--- src/ocs_params.svh ---
// Constants of the output clock synchronisation block.
// Assumes byte address = register index times four on a 32-bit APB bus.
`ifndef OCS_PARAMS_SVH
`define OCS_PARAMS_SVH

// Register indices, byte address is four times the index
`define OCS_IDX_CTRL 6'h00
`define OCS_IDX_TRIM 6'h01
`define OCS_IDX_STATUS 6'h02
`define OCS_IDX_PHASE 6'h0E

// Control register fields
`define OCS_CTRL_ECM 0
`define OCS_CTRL_RSTEN 1
`define OCS_CTRL_DEMUX 2
`define OCS_CTRL_ALIGN 3
`define OCS_CTRL_MASTER 4
`define OCS_CTRL_RST 5'h04

// Phase register fields, phase select pair at bits 3 and 4
`define OCS_PHASE_QSEL 3
`define OCS_PHASE_INV 4
`define OCS_PHASE_RST 2'h0
`define OCS_TRIM_RST 2'h0

// Status register fields
`define OCS_STAT_PHASE 0
`define OCS_STAT_FSM 2
`define OCS_STAT_FIRST 4
`define OCS_STAT_PULSE 5

// Timing in sample clock cycles
`define OCS_SYNC_DLY_90 3'h4
`define OCS_SYNC_DLY_0 3'h5
`define OCS_CLK_OUT_DLY 3'h3
`define OCS_SYNC_LOAD 2'h0
`define OCS_ALIGN_LOAD 2'h3

`define OCS_DATA_W 10

`endif

--- src/ocs_pkg.sv ---
// Types of the output clock synchronisation block.
// Assumes ocs_params.svh is on the include path.
`include "ocs_params.svh"

package ocs_pkg;

    typedef enum logic [1:0] {
        OCS_IDLE = 2'h0,
        OCS_HOLD = 2'h1,
        OCS_WAIT = 2'h3,
        OCS_RESTART = 2'h2
    } ocs_fsm_t;

    typedef struct packed {
        logic psel;
        logic penable;
        logic pwrite;
        logic [7:0] paddr;
        logic [31:0] pwdata;
    } ocs_apb_req_t;

    typedef struct packed {
        logic [31:0] prdata;
        logic pready;
        logic pslverr;
    } ocs_apb_rsp_t;

    typedef struct packed {
        logic in_phase_output_clock;
        logic quadrature_output_clock;
        logic phase_clock_relay_out_a;
        logic phase_clock_relay_out_b;
    } ocs_clk_out_t;

    typedef struct packed {
        logic [`OCS_DATA_W-1:0] primary_output_bus;
        logic [`OCS_DATA_W-1:0] delayed_output_bus;
    } ocs_data_out_t;

endpackage

--- src/ocs_top.sv ---
// Output data clock generation and multi-converter alignment, APB slave.
// Assumes pclk is the sample clock; reset pulse and reference clock are async pins.
// Function
// - Output words leave at the sampling rate, no rate change.
// - In-phase and quadrature output clocks always come from one source.
// - In demux mode the output clock divides the sample clock by four.
// - Delay trim also shifts the output clock phase.
// - A slave's reference phase clock sets its output clock to master's phase.
// - Alignment runs continuously and corrects any slip within one output cycle.
// - Reset pulse works only in extended control mode, off after reset.
// - Reset pulse may be asserted at any time, asynchronous to clock.
// - While pulsed, demux clock held high; non-demux clock keeps toggling.
// - After release, fixed delay, then next rising edge synchronises the clock.
// - Quadrature select high: synchronising edge four cycles after first edge.
// - Quadrature select low: synchronising edge five cycles after first edge.
// - Output clock restarts a constant delay after the synchronising edge.
// - First pulse after power-on may be undefined; later ones deterministic.
//
// The address map and the APB interface to the registers were decided locally.
`timescale 1ns/1ps
`include "ocs_params.svh"

module ocs_top (
    input wire logic pclk,
    input wire logic presetn,
    input ocs_pkg::ocs_apb_req_t apb_req,
    output ocs_pkg::ocs_apb_rsp_t apb_rsp,
    input wire logic [`OCS_DATA_W-1:0] sample_in,
    input wire logic output_clock_reset_pulse,
    input wire logic reference_phase_clock,
    output ocs_pkg::ocs_clk_out_t clk_out,
    output ocs_pkg::ocs_data_out_t data_out
);
    import ocs_pkg::*;

    typedef struct packed {
        ocs_fsm_t fsm;
        logic [2:0] wcnt;
        logic [1:0] phase;
        logic first_seen;
        logic ref_prev;
        logic [4:0] ctrl;
        logic [1:0] trim;
        logic [1:0] phase_sel;
        logic [`OCS_DATA_W-1:0] hold_sample;
        ocs_data_out_t dout;
        ocs_clk_out_t cout;
        ocs_apb_rsp_t rsp;
    } ocs_state_t;

    ocs_state_t s;
    ocs_state_t next_s;
    logic [1:0] pin_sync;
    logic pulse_sync;
    logic ref_sync;
    logic pulse;
    logic ref_rise;
    logic demux;
    logic setup;
    logic access;
    logic [5:0] idx;
    logic [1:0] clk_phase;
    logic clk_bit;

    // Pins pass two flops before any use
    ocs_sync2 #(.W(2)) u_sync (
        .clk(pclk),
        .rst_n(presetn),
        .d({output_clock_reset_pulse, reference_phase_clock}),
        .q(pin_sync)
    );

    assign pulse_sync = pin_sync[1];
    assign ref_sync = pin_sync[0];
    // Pulse honoured only with extended control and reset function enabled
    assign pulse = pulse_sync & s.ctrl[`OCS_CTRL_ECM] & s.ctrl[`OCS_CTRL_RSTEN];
    assign ref_rise = ref_sync & ~s.ref_prev;
    assign demux = s.ctrl[`OCS_CTRL_DEMUX];
    assign setup = apb_req.psel & ~apb_req.penable;
    assign access = apb_req.psel & apb_req.penable & s.rsp.pready;
    assign idx = apb_req.paddr[7:2];

    always_comb begin
        next_s = s;
        clk_phase = 2'h0;
        clk_bit = 1'b0;
        next_s.ref_prev = ref_sync;

        // APB slave, one access cycle, registered answer
        next_s.rsp.pready = 1'b0;
        next_s.rsp.pslverr = 1'b0;
        if (setup) begin
            next_s.rsp.pready = 1'b1;
            next_s.rsp.prdata = 32'h0000_0000;
            if (apb_req.paddr[1:0] != 2'h0) begin
                next_s.rsp.pslverr = 1'b1;
            end else begin
                case (idx)
                    `OCS_IDX_CTRL: next_s.rsp.prdata[4:0] = s.ctrl;
                    `OCS_IDX_TRIM: next_s.rsp.prdata[1:0] = s.trim;
                    `OCS_IDX_STATUS: begin
                        next_s.rsp.prdata[`OCS_STAT_PHASE +: 2] = s.phase;
                        next_s.rsp.prdata[`OCS_STAT_FSM +: 2] = s.fsm;
                        next_s.rsp.prdata[`OCS_STAT_FIRST] = s.first_seen;
                        next_s.rsp.prdata[`OCS_STAT_PULSE] = pulse;
                    end
                    `OCS_IDX_PHASE: next_s.rsp.prdata[`OCS_PHASE_QSEL +: 2] = s.phase_sel;
                    default: next_s.rsp.pslverr = 1'b1;
                endcase
            end
        end
        // Write takes effect at the edge that completes the access
        if (access && apb_req.pwrite && !s.rsp.pslverr) begin
            case (idx)
                `OCS_IDX_CTRL: next_s.ctrl = apb_req.pwdata[4:0];
                `OCS_IDX_TRIM: next_s.trim = apb_req.pwdata[1:0];
                `OCS_IDX_PHASE: next_s.phase_sel = apb_req.pwdata[`OCS_PHASE_QSEL +: 2];
                default: next_s.ctrl = s.ctrl;
            endcase
        end

        // Free-running two-bit phase counter
        next_s.phase = s.phase + 2'h1;

        // Slave realigns on every reference edge unless a synchronising edge reloads the phase
        if (s.ctrl[`OCS_CTRL_ALIGN] && !s.ctrl[`OCS_CTRL_MASTER] && ref_rise) begin
            next_s.phase = `OCS_ALIGN_LOAD;
        end

        // Reset pulse sequence
        case (s.fsm)
            OCS_IDLE: begin
                if (pulse) begin
                    next_s.fsm = OCS_HOLD;
                end
            end
            OCS_HOLD: begin
                // First edge after release starts the fixed delay
                if (!pulse) begin
                    next_s.fsm = OCS_WAIT;
                    next_s.wcnt = s.phase_sel[0] ? `OCS_SYNC_DLY_90 - 3'h1 :
                                                   `OCS_SYNC_DLY_0 - 3'h1;
                end
            end
            OCS_WAIT: begin
                if (pulse) begin
                    next_s.fsm = OCS_HOLD;
                end else if (s.wcnt == 3'h0) begin
                    // Synchronising edge; first pulse after power-on not trusted
                    if (s.first_seen) begin
                        next_s.phase = `OCS_SYNC_LOAD;
                    end
                    next_s.first_seen = 1'b1;
                    next_s.fsm = OCS_RESTART;
                    next_s.wcnt = `OCS_CLK_OUT_DLY - 3'h1;
                end else begin
                    next_s.wcnt = s.wcnt - 3'h1;
                end
            end
            OCS_RESTART: begin
                // Constant output delay before the clock shows again
                if (pulse) begin
                    next_s.fsm = OCS_HOLD;
                end else if (s.wcnt == 3'h0) begin
                    next_s.fsm = OCS_IDLE;
                end else begin
                    next_s.wcnt = s.wcnt - 3'h1;
                end
            end
            default: next_s.fsm = OCS_IDLE;
        endcase

        // Trim shifts the produced clock edge
        clk_phase = next_s.phase + s.trim;
        clk_bit = (demux ? clk_phase[1] : clk_phase[0]) ^ s.phase_sel[1];
        // Demux clock parked high during the sequence, non-demux runs on
        if (demux && next_s.fsm != OCS_IDLE) begin
            clk_bit = 1'b1;
        end
        // Both output clocks from one bit
        next_s.cout.in_phase_output_clock = clk_bit;
        next_s.cout.quadrature_output_clock = clk_bit;
        next_s.cout.phase_clock_relay_out_a = s.ctrl[`OCS_CTRL_MASTER] ? clk_bit : ref_sync;
        next_s.cout.phase_clock_relay_out_b = s.ctrl[`OCS_CTRL_MASTER] ? clk_bit : ref_sync;

        // Data leaves at the sample rate, split over two buses in demux
        if (demux) begin
            if (s.phase[0]) begin
                next_s.dout.primary_output_bus = sample_in;
                next_s.dout.delayed_output_bus = s.hold_sample;
            end else begin
                next_s.hold_sample = sample_in;
            end
        end else begin
            next_s.dout.primary_output_bus = sample_in;
            next_s.dout.delayed_output_bus = '0;
        end
    end

    always_ff @(posedge pclk or negedge presetn) begin
        if (!presetn) begin
            s <= '0;
            s.fsm <= OCS_IDLE;
            s.ctrl <= `OCS_CTRL_RST;
            s.trim <= `OCS_TRIM_RST;
            s.phase_sel <= `OCS_PHASE_RST;
        end else begin
            s <= next_s;
        end
    end

    assign apb_rsp = s.rsp;
    assign clk_out = s.cout;
    assign data_out = s.dout;
endmodule

--- src/ocs_sync2.sv ---
// Two flip-flop level synchroniser, one per bit.
// Assumes inputs are asynchronous to clk; only stage two is read outside.
`timescale 1ns/1ps

module ocs_sync2 #(
    parameter int W = 2
) (
    input wire logic clk,
    input wire logic rst_n,
    input wire logic [W-1:0] d,
    output logic [W-1:0] q
);
    typedef struct packed {
        logic [W-1:0] meta;
        logic [W-1:0] stable;
    } ocs_sync_st_t;

    ocs_sync_st_t s;
    ocs_sync_st_t next_s;

    always_comb begin
        next_s = s;
        next_s.meta = d;
        next_s.stable = s.meta;
    end

    always_ff @(posedge clk or negedge rst_n) begin
        if (!rst_n) begin
            s <= '0;
        end else begin
            s <= next_s;
        end
    end

    assign q = s.stable;
endmodule

--- config.mk ---
export PLATFORM = sky130hd
export DESIGN_NAME = ocs_top
export DESIGN_NICKNAME = d
export VERILOG_FILES = /design/src/ocs_pkg.sv /design/src/ocs_top.sv /design/src/ocs_sync2.sv
export VERILOG_INCLUDE_DIRS = /design/src
export SDC_FILE = /design/constraint.sdc
export NUM_CORES = 1
export LEC_CHECK = 0
export ABC_AREA = 1
export ABC_CLOCK_PERIOD_IN_PS = 2000
export BUFFER_PORTS_ARGS = -buffer_cell sky130_fd_sc_hd__buf_4
export CORE_UTILIZATION = 45
export CTS_CLUSTER_DIAMETER = 120
export DETAILED_ROUTE_END_ITERATION = 6
export PLACE_DENSITY = 0.8
export SLEW_MARGIN = 40
export SYNTH_ARGS = -nofsm -noshare
export SYNTH_HDL_FRONTEND = slang
export SYNTH_HIERARCHICAL = 1
export SYNTH_SLANG_ARGS = --single-unit
--- constraint.sdc ---
create_clock -name pclk -period 2 [get_ports pclk]
set_clock_uncertainty 0.05 [all_clocks]
set_input_delay 0.3 -clock pclk [delete_from_list [all_inputs] [get_ports pclk]]
set_output_delay 0.3 -clock pclk [all_outputs]
set_load 0.01 [all_outputs]
==> results.ini <==
[setup_path]
worstReg2RegEnd = clk_out[0]$_DFF_PN0_
ff2ff_setup_slack_ns = -0.03
cp_max_fo = 2
crit_top_cell = nand3_2
startpoint_type = register
cp.required_ns = 2.18
slowest_stage = dfrtp_1
end_kind = register
path_buf_inv = 3
critPathTopFamily = simple AND/OR/NAND/NOR gates
r2r-start = s[81]$_DFFE_PN0P_
critPathKind = reg -> reg
slowest_delay_ns = 0.37
r2r_cells = 16
critical_path.cell_chain = inv_2 -> ha_4 -> nand2_4 -> nor2_4 -> nand3_2 -> nand2_2 -> inv_2 -> ha_4 -> xor2_2 -> buf_4 -> nand3_2 -> nand3_1 -> nand3_2 -> nand3_2 -> nand2_1 -> nand2_1
worst-endpoint-arrival_ns = 2.21

[timing]
fmax_ghz = 0.492
drv_slew = 0
layout_setup_ws_ns = -0.0332
tightest_slew_ns = 0.548
fin_crit_sh_pct = 102
finalHoldViolCount = 0
setup-violations-final = 2
relSlewSlack_pct = 63.5
rsz0062_at_grt = yes
timing.final.crit_period_ns = 2.03

[power_and_ir_drop]
power_mw = 3.01
ir_drop_uv = 387
p_sw_mw = 0.822
combPwrFrac_pct = 16.7
p_seq_share_pct = 46.6
p_int_mw = 2.18
power_density_nw_per_um2 = 816
swShare_pct = 27.4
clockPowerShare_pct = 36.7
leakagePower_nw = 1.88

[routing]
dr.pass1.iters = 4
routed_wl_microns = 6350
wl_per_cell_microns = 13.7
drt_iter0_drc = 185
route.vias.total = 2285
drt.antenna.violating_nets = 0
drc_errors = 0
via_per_inst = 4.91

[logic_synthesis]
ys_types = 33
syn-cell-area_sq_um = 3110
synth-seq-cells = 62
ys_warn_count = 6
yosysSeqAreaShare_pct = 49.9
syn_avg_cell_area_sq_um = 9.25
netlist_instances = 336

[flow_run]
cap_violations = 0

[status]
status = finished with violations
violations = negative setup slack

[clock_network]
root_buffer = clkbuf_8
htreeDepth = 3
clockBufferDepth = 2
clock_sinks = 62
cts_tree = yes
cts_inserted_buffers = 9
clk_latency_ns = 0.34
path_clk_slew_ns = 0.07

[min_path]
hold_path_end = u_sync/next_s[1]$_DFF_PN0_
hold_depth = 1
hold_start = output_clock_reset_pulse
hold_class = in -> reg

[floorplanning]
die_w_microns = 85.1
initial_utilization_pct = 47.9
dieArea_sq_um = 7250
placementRows = 29
ios = 115
core_sq_um = 6490
die_h_microns = 85.1

[grt]
gr-usage-all-layers_pct = 18.6
first_global_vias = 2233
antenna_found_initial = 0
grt_pass1_wl_microns = 10400
grt.overflow.total = 0
grt_max_degree = 63

[finish]
final_cell_count_no_fill = 465
post-route-util_pct = 56.7
multi_input_comb_area_sq_um = 1130
syn_to_final_growth_pct = 18.4
n_antenna_cell = 0
regArea_sq_um = 1550
drive_gt1_share_pct = 34.3
finalNetCount = 443
fillers = 563

[placed_design]
dp_cells = 441
dp_hpwl_microns = 4360
portBuffers = 61
gp_congestion = 0.869

[per-layer routing]
metal  vias to the layer above  routed length [microns]  GRT usage [%]  part of all wire [%]
li1                       1093                        -              -                     -
met4                         0                      204           11.6                   3.2
met5                         -                        0              0                     0
met2                       108                     2880           28.1                    45
met1                      1066                     2840           25.5                    45
met3                        18                      438           2.72                   6.9
[worst max path at each step]
stage	from	end	slack, ns	cells after the start
floorplan	s[81]$_DFFE_PN0P_	clk_out[0]$_DFF_PN0_	0.05	16
global placement	s[81]$_DFFE_PN0P_	clk_out[0]$_DFF_PN0_	-0.04	16
detailed placement	s[81]$_DFFE_PN0P_	clk_out[0]$_DFF_PN0_	-0.21	16
CTS	s[82]$_DFFE_PN0P_	clk_out[0]$_DFF_PN0_	-0.03	16
global route	s[82]$_DFFE_PN0P_	clk_out[0]$_DFF_PN0_	-0.14	16
finish	s[81]$_DFFE_PN0P_	clk_out[0]$_DFF_PN0_	-0.03	16
[registers in the layout, indices dropped and copies added, names as in the netlist]
signal / count
u_sync/next_s: 2
u_sync/q: 2
clk_out: 2
s: 27
data_out: 20
apb_rsp: 8
demux: 1
[metrics by stage]
| step | area, sq um | hold WS, ns | TNS [ns] | setup slack (ns) |
|---|---|---|---|---|
| global route | 3680 | 0.0104 | -0.278 | -0.140 |
| CTS | 3640 | 0.00969 | -0.0594 | -0.0341 |
| finish | 3680 | 0.0202 | -0.0648 | -0.0332 |
| floorplan | 3200 | -0.0456 | 0 | 0.0542 |
| detailed placement | 3350 | 0.286 | -0.298 | -0.209 |
| global placement | 3350 | 0.288 | -0.0427 | -0.0427 |
[layout by cell type, fill, tap and decap left out, types with 4 or more instances in the layout]
master,Yosys,routed
nand3_2,5,10
buf_4,58,75
o21ai_0,12,12
mux2_2,10,10
nand2_1,68,66
nand2_2,3,4
nor2_1,8,8
dfrtp_1,61,61
o21ai_1,8,8
inv_2,2,5
conb_1,1,26
nor3_1,4,4
clkbuf_8,0,10
inv_1,30,27
a21oi_1,15,15
nand3_1,19,14
[cell usage after synthesis]
master / number / area share [%]
a21oi_1: 15 / 2.4
a22oi_1: 2 / 0.48
a32oi_1: 2 / 0.56
buf_2: 2 / 0.32
buf_4: 58 / 14
clkbuf_1: 5 / 0.60
clkbuf_2: 1 / 0.16
conb_1: 1 / 0.12
dfrtp_1: 61 / 49
dfstp_2: 1 / 0.85
ha_1: 3 / 1.2
inv_1: 30 / 3.6
inv_2: 2 / 0.24
mux2_2: 10 / 3.6
nand2_1: 68 / 8.2
nand2_2: 3 / 0.60
nand2_4: 1 / 0.36
nand3_1: 19 / 3.1
nand3_2: 5 / 1.6
nand4_1: 1 / 0.20
nor2_1: 8 / 0.97
nor2_2: 1 / 0.20
nor2_4: 3 / 1.1
nor3_1: 4 / 0.64
nor3_2: 2 / 0.64
o211ai_1: 2 / 0.48
o21ai_0: 12 / 1.9
o21ai_1: 8 / 1.3
o221ai_1: 1 / 0.28
o22ai_1: 2 / 0.40
o31ai_1: 1 / 0.24
or2_2: 1 / 0.20
xor2_1: 1 / 0.28
[area by class of cell]
class	instances	area share [%]
multi-input cells	201	30.6
clock inverters	5	1.60
inverters	32	3.26
clock buffers	11	3.84
flip-flops and latches	62	42.2
repair buffers	77	15.9
well taps	77	2.62
[power by group through the flow]
stage | logic [mW] | registers [mW] | clock network, mW
6_report | 0.501 | 1.40 | 1.10
3_3_place_gp | 0.434 | 1.42 | 0
4_1_cts | 0.488 | 1.40 | 1.12
5_1_grt | 0.549 | 1.41 | 1.18
2_1_floorplan | 0.360 | 1.41 | 0
3_5_place_dp | 0.454 | 1.42 | 0
[kinds of logic (layout without fill, tap and decap cells)]
family,Yosys count,in the layout,share of synthesized area [%]
compound gates,45,45,8.09
xor+xnor,1,1,0.282
fa+ha+maj,3,3,1.21
buf+inv,98,125,19.0
flops,62,62,49.9
mux,10,10,3.62
other cells,1,26,0.121
simple gates,116,116,17.8
[what timing repair did]
item	in CTS	in global routing
hold buffers	0	1
pin swaps	11	8
setup endpoints to repair	2	2
hold endpoints to repair	0	61
buffers inserted	5	2
resized for setup	14	2
No activity file was read; power rests on OpenSTA's default activity.
